## src/design/pmic_i2c_params.svh

```systemverilog
// Constants of the two-wire sub-addressed slave port.
// Assumes a 20 MHz system clock; included by the package and the slave.
`ifndef PMIC_I2C_PARAMS_SVH
`define PMIC_I2C_PARAMS_SVH

// ==================================================
// Addresses and sub-address map
`define ADDR_BASE_WR 8'h78
`define ADDR_BASE_RD 8'h79
`define ADDR_ALT_WR 8'h7A
`define ADDR_ALT_RD 8'h7B
`define CMD_COUNT 22
`define SUB_FIRST 8'h01
`define SUB_STATUS 8'h17
`define SUB_HARD_RESET 8'h1E
`define SUB_IRQ_CLEAR 8'h1F
`define CMD_DEFAULT 8'h00

// ==================================================
// Timing
`define CLK_PERIOD_NS 50
`define BUS_MAX_KHZ 400
`define FILT_NS 100
`define FILT_CYCLES ((`FILT_NS + `CLK_PERIOD_NS - 1) / `CLK_PERIOD_NS)
`define SCL_HIGH_MIN_NS 600
`define SCL_HIGH_MIN_CYCLES (`SCL_HIGH_MIN_NS / `CLK_PERIOD_NS)

`endif

```

## src/design/pmic_i2c_pkg.sv

```systemverilog
// Types shared by the two-wire slave port.
// Assumes the constants header sits beside it in design/.
`include "pmic_i2c_params.svh"

package pmic_i2c_pkg;

  // ==================================================
  // Types
  typedef enum logic [2:0] {
    ST_IDLE,
    ST_ADDR,
    ST_SUB,
    ST_DATA,
    ST_RD,
    ST_SKIP
  } port_state_e;

  typedef struct packed {
    logic scl;
    logic sda;
  } bus_s;

  typedef logic [`CMD_COUNT-1:0][7:0] cmd_bank_t;

endpackage

```

## src/design/pmic_i2c_subaddr_slave.sv

```systemverilog
// Two-wire slave port with sub-addressed command registers.
// Assumes open-drain SCL and SDA with external pull-ups, a 20 MHz clock,
// and an interface supply monitor that raises supply_low below about 1V.
//
// Functional notes
// (RULE_01) Master leaves both lines high when idle.
// (RULE_02) Supply low clears port and command registers.
// (RULE_03) Port works at bus clocks up to 400kHz.
// (RULE_04) Glitch filters on sampled clock and data.
// (RULE_05) START begins address reception.
// (RULE_06) STOP ends the transfer, bus free.
// (RULE_07) Eight bits plus one acknowledge clock.
// (RULE_08) Bytes travel most significant bit first.
// (RULE_09) Acknowledge write address and every written byte.
// (RULE_10) On reads acknowledge only the read address.
// (RULE_11) Release data for master acknowledge, ignore outcome; the port ends the read on a master nack.
// (RULE_12) Address bit zero selects write or read.
// (RULE_13) Answer only to fixed variant addresses.
// (RULE_14) Twenty-two writable command registers by sub-address.
// (RULE_15) Single write is address, sub-address, data.
// (RULE_16) Any number of sub-address/data pairs follow.
// (RULE_17) Written values apply together at STOP.
// (RULE_18) Repeated START keeps pending values unapplied.
// (RULE_19) Read is pointer write, restart, read address.
// (RULE_20) Last sub-address stays stored for polling reads.
// (RULE_21) Bare read returns last written register.
// (RULE_22) Interrupt clear sub-address clears status, releases pin.
// (RULE_23) Hard reset returns command registers to defaults.
// (RULE_24) Clear and hard reset need no data byte.
// (RULE_25) Foreign address leaves data released, transfer ignored.
`timescale 1ns/1ps
`include "pmic_i2c_params.svh"

module pmic_i2c_subaddr_slave
  import pmic_i2c_pkg::*;
#(
  parameter int FILT_CYCLES = `FILT_CYCLES
) (
  input wire logic clk,
  input wire logic nrst,
  input wire logic scl_i,
  input wire logic sda_i,
  output logic sda_o,
  output logic sda_oe,
  input wire logic supply_low,
  input wire logic variant_alt,
  input wire logic [7:0] interrupt_status_register,
  output cmd_bank_t cmd_active,
  output logic apply_pulse,
  output logic interrupt_clear_command,
  output logic hard_reset_command
);

  // ==================================================
  // Elaboration checks
  // Sync and filter delay must stay well inside the shortest clock high.
  localparam int PIPE_CYCLES = FILT_CYCLES + 3; // RULE_03
  if (FILT_CYCLES < 1 || FILT_CYCLES > 15 ||
      PIPE_CYCLES >= `SCL_HIGH_MIN_CYCLES) begin : gen_bad_filt
    $error("FILT_CYCLES out of range");
  end

  localparam cmd_bank_t DEF_BANK = {`CMD_COUNT{`CMD_DEFAULT}};
  localparam logic [3:0] FILT_LAST = 4'(FILT_CYCLES - 1);

  // ==================================================
  // Reset release and pin synchronisers
  logic [1:0] rst_sync_r;
  logic rst_n;
  logic [3:0] pin_s1_r;
  logic [3:0] pin_s2_r;
  logic supply_low_s;
  logic variant_s;

  always_ff @(posedge clk or negedge nrst) begin
    if (!nrst) begin
      rst_sync_r <= 2'h0;
    end else begin
      rst_sync_r <= {rst_sync_r[0], 1'b1};
    end
  end
  assign rst_n = rst_sync_r[1];

  always_ff @(posedge clk or negedge rst_n) begin
    if (!rst_n) begin
      // Lines idle high, supply good and base strap until real samples arrive.
      pin_s1_r <= 4'h3;
      pin_s2_r <= 4'h3;
    end else begin
      pin_s1_r <= {variant_alt, supply_low, sda_i, scl_i};
      pin_s2_r <= pin_s1_r;
    end
  end
  assign supply_low_s = pin_s2_r[2];
  assign variant_s = pin_s2_r[3];

  // ==================================================
  // Glitch filters
  // A line changes only after FILT_CYCLES agreeing samples; spikes shorter
  // than that never reach the edge detectors.
  logic [1:0] filt_r;
  logic [1:0] filt_nxt;
  logic [1:0] prev_r;
  logic [3:0] fcnt_r [2];
  logic [3:0] fcnt_nxt [2];

  genvar g;
  generate
    for (g = 0; g < 2; g++) begin : gen_filt
      always_comb begin
        filt_nxt[g] = filt_r[g];
        fcnt_nxt[g] = 4'h0;
        if (pin_s2_r[g] != filt_r[g]) begin // RULE_04
          if (fcnt_r[g] == FILT_LAST) begin
            filt_nxt[g] = pin_s2_r[g];
          end else begin
            fcnt_nxt[g] = fcnt_r[g] + 4'h1;
          end
        end
      end
      always_ff @(posedge clk or negedge rst_n) begin
        if (!rst_n) begin
          filt_r[g] <= 1'b1;
          fcnt_r[g] <= 4'h0;
        end else begin
          filt_r[g] <= filt_nxt[g];
          fcnt_r[g] <= fcnt_nxt[g];
        end
      end
    end
  endgenerate

  always_ff @(posedge clk or negedge rst_n) begin
    if (!rst_n) begin
      prev_r <= 2'h3;
    end else begin
      prev_r <= filt_r;
    end
  end

  bus_s bus;
  bus_s bus_prev;
  logic rise_det;
  logic fall_det;
  logic start_det;
  logic stop_det;
  assign bus = '{scl: filt_r[0], sda: filt_r[1]};
  assign bus_prev = '{scl: prev_r[0], sda: prev_r[1]};
  assign rise_det = bus.scl && !bus_prev.scl;
  assign fall_det = !bus.scl && bus_prev.scl;
  assign start_det = bus.scl && bus_prev.scl && bus_prev.sda && !bus.sda; // RULE_05
  assign stop_det = bus.scl && bus_prev.scl && !bus_prev.sda && bus.sda; // RULE_06

  // ==================================================
  // Variant strap, caught once after reset release
  // The strap is taken on the third edge, once the synchroniser holds the pin
  // rather than its own reset value.
  logic alt_r;
  logic [1:0] strap_wait_r;
  always_ff @(posedge clk or negedge rst_n) begin
    if (!rst_n) begin
      alt_r <= 1'b0;
      strap_wait_r <= 2'h0;
    end else if (strap_wait_r != 2'h3) begin
      strap_wait_r <= strap_wait_r + 2'h1;
      if (strap_wait_r == 2'h2) begin
        alt_r <= variant_s;
      end
    end
  end

  logic [7:0] wr_addr;
  logic [7:0] rd_addr;
  assign wr_addr = alt_r ? `ADDR_ALT_WR : `ADDR_BASE_WR; // RULE_13
  assign rd_addr = alt_r ? `ADDR_ALT_RD : `ADDR_BASE_RD; // RULE_13

  // ==================================================
  // Protocol engine
  port_state_e state_r, state_nxt;
  logic [3:0] cnt_r, cnt_nxt;
  logic ack_r, ack_nxt;
  logic doack_r, doack_nxt;
  logic [7:0] sh_r, sh_nxt;
  logic [7:0] tx_r, tx_nxt;
  logic [7:0] ptr_r, ptr_nxt;
  logic oe_r, oe_nxt;
  logic apply_r, apply_nxt;
  logic clr_r, clr_nxt;
  logic hard_r, hard_nxt;
  logic wr_en;
  logic byte_done;
  logic [7:0] rx_byte;
  logic [7:0] rd_val;
  logic [7:0] idx;
  cmd_bank_t shadow_r, shadow_nxt;
  cmd_bank_t active_r, active_nxt;

  assign rx_byte = {sh_r[6:0], bus.sda}; // RULE_08
  assign byte_done = rise_det && !ack_r && cnt_r == 4'h7 && state_r != ST_RD; // RULE_07
  assign idx = ptr_r - `SUB_FIRST;

  always_comb begin
    rd_val = 8'h00;
    if (idx < 8'(`CMD_COUNT)) begin
      rd_val = shadow_r[idx[4:0]]; // RULE_21
    end else if (ptr_r == `SUB_STATUS) begin
      rd_val = interrupt_status_register;
    end
  end

  always_comb begin
    state_nxt = state_r;
    cnt_nxt = cnt_r;
    ack_nxt = ack_r;
    doack_nxt = doack_r;
    sh_nxt = sh_r;
    tx_nxt = tx_r;
    ptr_nxt = ptr_r;
    oe_nxt = oe_r;
    apply_nxt = 1'b0;
    clr_nxt = 1'b0;
    hard_nxt = 1'b0;
    wr_en = 1'b0;
    if (supply_low_s) begin // RULE_02
      state_nxt = ST_IDLE;
      cnt_nxt = 4'h0;
      ack_nxt = 1'b0;
      doack_nxt = 1'b0;
      oe_nxt = 1'b0;
      ptr_nxt = 8'h00;
    end else if (start_det) begin // RULE_05
      state_nxt = ST_ADDR;
      cnt_nxt = 4'h0;
      ack_nxt = 1'b0;
      doack_nxt = 1'b0;
      oe_nxt = 1'b0;
    end else if (stop_det) begin // RULE_06
      state_nxt = ST_IDLE;
      cnt_nxt = 4'h0;
      ack_nxt = 1'b0;
      doack_nxt = 1'b0;
      oe_nxt = 1'b0;
      apply_nxt = 1'b1; // RULE_17
    end else if (state_r != ST_IDLE && state_r != ST_SKIP) begin
      if (rise_det) begin
        if (ack_r) begin
          // Master nack only ends our part; the port waits for STOP or START.
          if (state_r == ST_RD && bus.sda) begin // RULE_11
            state_nxt = ST_SKIP;
          end
        end else begin
          sh_nxt = rx_byte; // RULE_08
          cnt_nxt = cnt_r + 4'h1;
          if (byte_done) begin
            doack_nxt = 1'b1; // RULE_09
            case (state_r)
              ST_ADDR: begin
                if (rx_byte == wr_addr) begin // RULE_12
                  state_nxt = ST_SUB;
                end else if (rx_byte == rd_addr) begin // RULE_10
                  state_nxt = ST_RD;
                end else begin
                  doack_nxt = 1'b0; // RULE_25
                  state_nxt = ST_SKIP;
                end
              end
              ST_SUB: begin
                ptr_nxt = rx_byte; // RULE_20
                if (rx_byte == `SUB_IRQ_CLEAR) begin
                  clr_nxt = 1'b1; // RULE_22 RULE_24
                end else if (rx_byte == `SUB_HARD_RESET) begin
                  hard_nxt = 1'b1; // RULE_23 RULE_24
                end else begin
                  state_nxt = ST_DATA; // RULE_15
                end
              end
              ST_DATA: begin
                wr_en = 1'b1; // RULE_14
                state_nxt = ST_SUB; // RULE_16
              end
              default: begin
                doack_nxt = 1'b0;
              end
            endcase
          end
        end
      end else if (fall_det) begin
        if (!ack_r && cnt_r == 4'h8) begin
          ack_nxt = 1'b1;
          oe_nxt = doack_r; // RULE_09 RULE_10 RULE_11
        end else if (ack_r) begin
          ack_nxt = 1'b0;
          cnt_nxt = 4'h0;
          doack_nxt = 1'b0;
          if (state_r == ST_RD) begin // RULE_19
            tx_nxt = rd_val;
            oe_nxt = ~rd_val[7];
          end else begin
            oe_nxt = 1'b0;
          end
        end else if (state_r == ST_RD && cnt_r != 4'h0) begin
          tx_nxt = {tx_r[6:0], 1'b0}; // RULE_08
          oe_nxt = ~tx_r[6];
        end
      end
    end
  end

  // Writes land in the shadow bank; the active bank follows only at STOP,
  // so a repeated START to another device leaves pending values pending.
  generate
    for (g = 0; g < `CMD_COUNT; g++) begin : gen_bank
      always_comb begin
        shadow_nxt[g] = shadow_r[g];
        active_nxt[g] = active_r[g];
        if (supply_low_s || hard_nxt) begin // RULE_02 RULE_23
          shadow_nxt[g] = DEF_BANK[g];
          active_nxt[g] = DEF_BANK[g];
        end else if (wr_en && ptr_r == 8'(`SUB_FIRST + g)) begin // RULE_14
          shadow_nxt[g] = rx_byte;
        end else if (apply_nxt) begin // RULE_17 RULE_18
          active_nxt[g] = shadow_r[g];
        end
      end
    end
  endgenerate

  always_ff @(posedge clk or negedge rst_n) begin
    if (!rst_n) begin
      state_r <= ST_IDLE;
      cnt_r <= 4'h0;
      ack_r <= 1'b0;
      doack_r <= 1'b0;
      sh_r <= 8'h00;
      tx_r <= 8'h00;
      ptr_r <= 8'h00;
      oe_r <= 1'b0;
      apply_r <= 1'b0;
      clr_r <= 1'b0;
      hard_r <= 1'b0;
      shadow_r <= DEF_BANK;
      active_r <= DEF_BANK;
    end else begin
      state_r <= state_nxt;
      cnt_r <= cnt_nxt;
      ack_r <= ack_nxt;
      doack_r <= doack_nxt;
      sh_r <= sh_nxt;
      tx_r <= tx_nxt;
      ptr_r <= ptr_nxt;
      oe_r <= oe_nxt;
      apply_r <= apply_nxt;
      clr_r <= clr_nxt;
      hard_r <= hard_nxt;
      shadow_r <= shadow_nxt;
      active_r <= active_nxt;
    end
  end

  // SDA is open drain: the output level is always low, only the enable moves.
  assign sda_o = 1'b0;
  assign sda_oe = oe_r;
  assign cmd_active = active_r;
  assign apply_pulse = apply_r;
  assign interrupt_clear_command = clr_r;
  assign hard_reset_command = hard_r;

  // ==================================================
  // Assertions
  property p_start_addr;
    @(posedge clk) disable iff (!rst_n)
      start_det && !supply_low_s |=> state_r == ST_ADDR && !sda_oe;
  endproperty
  a_start_addr: assert property (p_start_addr) else $error("START not taken"); // RULE_05

  property p_stop_idle;
    @(posedge clk) disable iff (!rst_n)
      stop_det && !supply_low_s |=> state_r == ST_IDLE && apply_pulse && !sda_oe;
  endproperty
  a_stop_idle: assert property (p_stop_idle) else $error("STOP not handled"); // RULE_06

  property p_apply_copy;
    @(posedge clk) disable iff (!rst_n)
      apply_pulse && !$past(supply_low_s) && !hard_reset_command |-> cmd_active == $past(shadow_r);
  endproperty
  a_apply_copy: assert property (p_apply_copy) else $error("apply mismatch"); // RULE_17

  property p_hold_active;
    @(posedge clk) disable iff (!rst_n)
      !apply_pulse && !hard_reset_command && !$past(supply_low_s) |-> $stable(cmd_active);
  endproperty
  a_hold_active: assert property (p_hold_active) else $error("early apply"); // RULE_18

  property p_foreign;
    @(posedge clk) disable iff (!rst_n)
      byte_done && state_r == ST_ADDR && rx_byte != wr_addr && rx_byte != rd_addr
      && !supply_low_s |=> state_r == ST_SKIP;
  endproperty
  a_foreign: assert property (p_foreign) else $error("foreign address taken"); // RULE_25

  property p_skip_quiet;
    @(posedge clk) disable iff (!rst_n)
      state_r == ST_SKIP |-> !sda_oe;
  endproperty
  a_skip_quiet: assert property (p_skip_quiet) else $error("drive while skipped"); // RULE_25

  property p_write_ack;
    @(posedge clk) disable iff (!rst_n)
      fall_det && !ack_r && cnt_r == 4'h8 && doack_r && !start_det && !stop_det
      && !supply_low_s && state_r != ST_SKIP |=> sda_oe;
  endproperty
  a_write_ack: assert property (p_write_ack) else $error("missing acknowledge"); // RULE_09

  property p_read_release;
    @(posedge clk) disable iff (!rst_n)
      fall_det && !ack_r && cnt_r == 4'h8 && state_r == ST_RD && !doack_r |=> !sda_oe;
  endproperty
  a_read_release: assert property (p_read_release) else $error("read ack not released"); // RULE_11

  property p_uvlo;
    @(posedge clk) disable iff (!rst_n)
      supply_low_s |=> cmd_active == DEF_BANK && state_r == ST_IDLE && !sda_oe;
  endproperty
  a_uvlo: assert property (p_uvlo) else $error("supply low not cleared"); // RULE_02

  property p_hard_reset;
    @(posedge clk) disable iff (!rst_n)
      hard_reset_command |-> cmd_active == DEF_BANK && shadow_r == DEF_BANK;
  endproperty
  a_hard_reset: assert property (p_hard_reset) else $error("hard reset incomplete"); // RULE_23

  property p_read_dir;
    @(posedge clk) disable iff (!rst_n)
      byte_done && state_r == ST_ADDR && rx_byte == rd_addr && !supply_low_s
      |=> state_r == ST_RD && doack_r;
  endproperty
  a_read_dir: assert property (p_read_dir) else $error("read address missed"); // RULE_12

  c_write: cover property (@(posedge clk) disable iff (!rst_n) wr_en ##[1:1000] apply_pulse);
  c_read: cover property (@(posedge clk) disable iff (!rst_n) state_r == ST_RD && ack_r);
  c_hard: cover property (@(posedge clk) disable iff (!rst_n) hard_reset_command);
  c_clear: cover property (@(posedge clk) disable iff (!rst_n) interrupt_clear_command);

endmodule

```

## config.mk

```make
export PLATFORM = sky130hd
export DESIGN_NAME = pmic_i2c_subaddr_slave
export DESIGN_NICKNAME = d
export VERILOG_FILES = /design/src/design/pmic_i2c_pkg.sv /design/src/design/pmic_i2c_subaddr_slave.sv
export VERILOG_INCLUDE_DIRS = /design/src /design/src/design
export SDC_FILE = /design/constraint.sdc
export NUM_CORES = 1
export LEC_CHECK = 0
export BUFFER_PORTS_ARGS = -buffer_cell sky130_fd_sc_hd__buf_2
export CAP_MARGIN = 20
export CORE_ASPECT_RATIO = 0.8
export CORE_UTILIZATION = 59
export CTS_CLUSTER_SIZE = 10
export DETAILED_ROUTE_END_ITERATION = 12
export PLACE_DENSITY = 0.8
export SETUP_SLACK_MARGIN = 0.15
export SKIP_LAST_GASP = 1
export SLEW_MARGIN = 30
export SYNTH_ARGS = -nofsm -noshare
export SYNTH_HDL_FRONTEND = slang
export SYNTH_SLANG_ARGS = --single-unit
```

## constraint.sdc

```tcl
create_clock -name clk -period 13.75 [get_ports clk]
set_input_delay 2.0625 -clock clk [delete_from_list [all_inputs] [get_ports clk]]
set_output_delay 2.0625 -clock clk [all_outputs]
set_load 0.02 [all_outputs]
```

==> flow_metrics.py <==
metrics = {
    "routing": {
        "drtIter0Drc": 1763,
        "routedWlPerCell_um": 21.2,
        "drt_wl_total_um": 51600,
        "drt-pass1-iter-count": 5,
        "num_vias": 15000,
        "viasPerCell": 6.17,
        "ant_nets": 0,
        "drc_errors": 0,
    },
    "global_routing": {
        "grt_pass1_vias": 14500,
        "grt_max_degree": 111,
        "grt_overflow": 0,
        "grt_pass1_wl_um": 81500,
        "grt_util_all_layers": 0.318,
        "antenna_found_initial": 0,
    },
    "power_and_ir_drop": {
        "seqPwrFrac": 0.476,
        "power_switching_mw": 0.772,
        "powerDensity_nw_per_um2": 129,
        "intPower_mw": 1.96,
        "vdd_drop_max_mv": 0.0900,
        "p_leak_nw": 9.41,
        "p_comb_frac": 0.125,
        "p_total_mw": 2.73,
        "swShare": 0.283,
        "clockPowerShare": 0.400,
    },
    "placement": {
        "globalplace.congestion": 0.934,
        "dp_hpwl_um": 33300,
        "preCtsSetupSlack_ps": 9190,
        "port_buffers": 193,
    },
    "timing": {
        "fin_ws_ps": 9600,
        "post-route-period-util": 0.302,
        "slew_headroom": 0.346,
        "clock_skew_ps": 14.7,
        "fin_crit_ps": 4150,
        "timing.hold.ws_ps": 258,
        "slew_violations": 0,
        "tightest_slew_ps": 973,
        "max_freq_mhz": 241,
        "tns_ps": 0,
        "setup_viol": 0,
        "finalHoldViolCount": 0,
        "rsz0062_at_grt": "no",
    },
    "clock_tree": {
        "clkLatencyLatePin_ps": 540,
        "clkTransAtPathRegs_ps": 60,
        "cts_root_buffer": "clkbuf_16",
        "cts.repair.resized": 0,
        "post_cts_buffers": 0,
        "cts_buffers": 47,
        "cts_tree": "built",
        "cts-htree-levels": 2,
        "cts_sinks": 412,
        "postCtsHoldBufs": 0,
        "clockBufferDepth": 3,
    },
    "worst_setup_path": {
        "path_class": "reg -> reg",
        "cp.required_ps": 14140,
        "worstPathMaxFanout": 80,
        "worstPathArrival_ps": 4550,
        "startpoint_type": "register",
        "worst_setup_path_end_kind": "register",
    },
    "synthesis": {
        "synth_warnings": 0,
        "syn_area_sq_um": 18800,
        "synth-edff-count": 0,
        "yosys.area_share.adder": 0.00797,
        "ys.flop_type": "dfrtp_1",
        "synth.distinct_cells": 67,
        "seq_area_frac_synth": 0.548,
        "synth_xor_area_frac": 0.00697,
        "synthSimpleGateAreaFrac": 0.174,
        "ys_seq_elements": 412,
        "synth_area_per_cell_sq_um": 10.0,
        "synthCells": 1884,
        "syn-num-nets": 1910,
        "async_flop_share": 1.00,
        "synth_top_family_by_area": "simple AND/OR/NAND/NOR gates",
        "synth_compound_area_frac": 0.101,
        "muxShareOfSynthArea": 0.116,
    },
    "floorplanning": {
        "die_area_sq_um": 32700,
        "std_cell_rows": 58,
        "die_y_um": 162,
        "coreArea_sq_um": 31400,
        "io_pins": 195,
        "die_w_um": 202,
        "start_util": 0.600,
    },
    "run_status": {
        "status": "complete, no violations",
    },
    "finish": {
        "nets": 2023,
        "post-route-util": 0.673,
        "area_growth_pct": 12.3,
        "antenna_cells": 0,
        "drive_gt1_frac": 0.193,
        "final_common_cell": "nand2_1",
        "most-common-layout-cells": "nand2_1, dfrtp_1, a21oi_1",
    },
    "job": {
        "maxCapViolCount": 0,
    },
    "min_path": {
        "min-delay-path-class": "reg -> async",
    },
}
layout make-up:
type / instances / area, sq um
Fill cell: 2415 / 10300
Multi-Input combinational cell: 1301 / 7740
Clock buffer: 60 / 1280
Clock inverter: 2 / 10.0
Tap cell: 420 / 526
Timing Repair Buffer: 219 / 1220
Sequential cell: 412 / 10300
Inverter: 16 / 60.1
power by group through the flow:
stage	registers [mW]	clock network (mW)	logic, mW
2_1_floorplan	1.30	0	0.233
3_3_place_gp	1.31	0	0.323
3_5_place_dp	1.32	0	0.331
4_1_cts	1.30	1.10	0.332
5_1_grt	1.30	1.16	0.365
6_report	1.30	1.09	0.340
stage by stage:
stage               cells  instance area [sq um]
detailed placement   2366                  19800
global placement     2366                  19800
CTS                  2428                  21100
floorplan            1884                  18800
finish               2430                  21200
global route         2430                  21200
worst max-delay path, cell delays in order (launching register included):
cell,delay (ps)
dfrtp_1,570
and4bb_2,430
nand2_4,110
nor3_4,620
a31o_4,550
buf_4,760
buf_4,430
buf_16,310
a21oi_1,110
cells by family after synthesis:
| kind of cell | Yosys count |
|---|---|
| DFF | 412 |
| other | 2 |
| and+or+nand+nor | 763 |
| xor gates and xnor gates | 15 |
| muxes | 172 |
| buffers and inverters | 171 |
| AOI/OAI and AO/OA | 337 |
| adders and majority gates | 12 |
flip-flops by register name, summed over array words and instances, names as in the netlist, 4 cells and up:
register	count
pin_s1_r	4
cnt_r	4
fcnt_r	8
tx_r	7
shadow_r	176
sh_r	7
pin_s2_r	4
cmd_active	176
ptr_r	8
path summary, 6_finish.rpt:
check | end | slack (ps) | cells past startpoint | startpoint
max | shadow_r[57] | 9600 | 8 | ack_r
min | cmd_active[61] | 260 | 0 | rst_sync_r[1]
max reg2reg | shadow_r[57] | 9600 | 8 | ack_r
min reg2reg | cmd_active[61] | 260 | 0 | rst_sync_r[1]
max in group asynchronous | ptr_r[0] | 11660 | 2 | rst_sync_r[1]
min in group clk | pin_s2_r[2] | 350 | 0 | pin_s1_r[2]
cell usage after synthesis, drive strengths merged (2+ instances only):
master,n,area [sq um]
o22ai,2,18.8
o21ai,36,180
a221oi,2,23.8
inv,16,60.1
nand2b,11,68.8
mux2i,121,1210
a21boi,3,22.5
mux2,15,169
nand2,495,1870
a22o,22,193
and3,11,93.8
nor3b,2,15.0
buf,87,532
nor4,5,58.8
nand4,2,27.5
clkbuf,68,255
and2,3,18.8
nor2,134,573
dfrtp,404,10100
xnor2,6,52.6
a32oi,2,17.5
mux4,36,811
and4,3,26.3
a21o,2,15.0
nor3,7,45.0
conb,2,7.51
dfstp,8,210
a22oi,7,52.6
o32ai,4,35.0
a211o,5,43.8
a31oi,9,56.3
and2b,2,15.0
ha,12,150
nand3,76,390
or3,3,18.8
a21oi,234,1170
nor2b,4,25.0
o21bai,3,26.3
xor2,9,78.8
per-layer routing:
layer	share of wire	track usage	vias up
met5	0	0	-
met4	0.024	0.0930	0
met3	0.095	0.0726	108
met2	0.45	0.460	772
met1	0.44	0.482	7530
li1	-	-	6577
No activity file was read; power rests on OpenSTA's default activity.
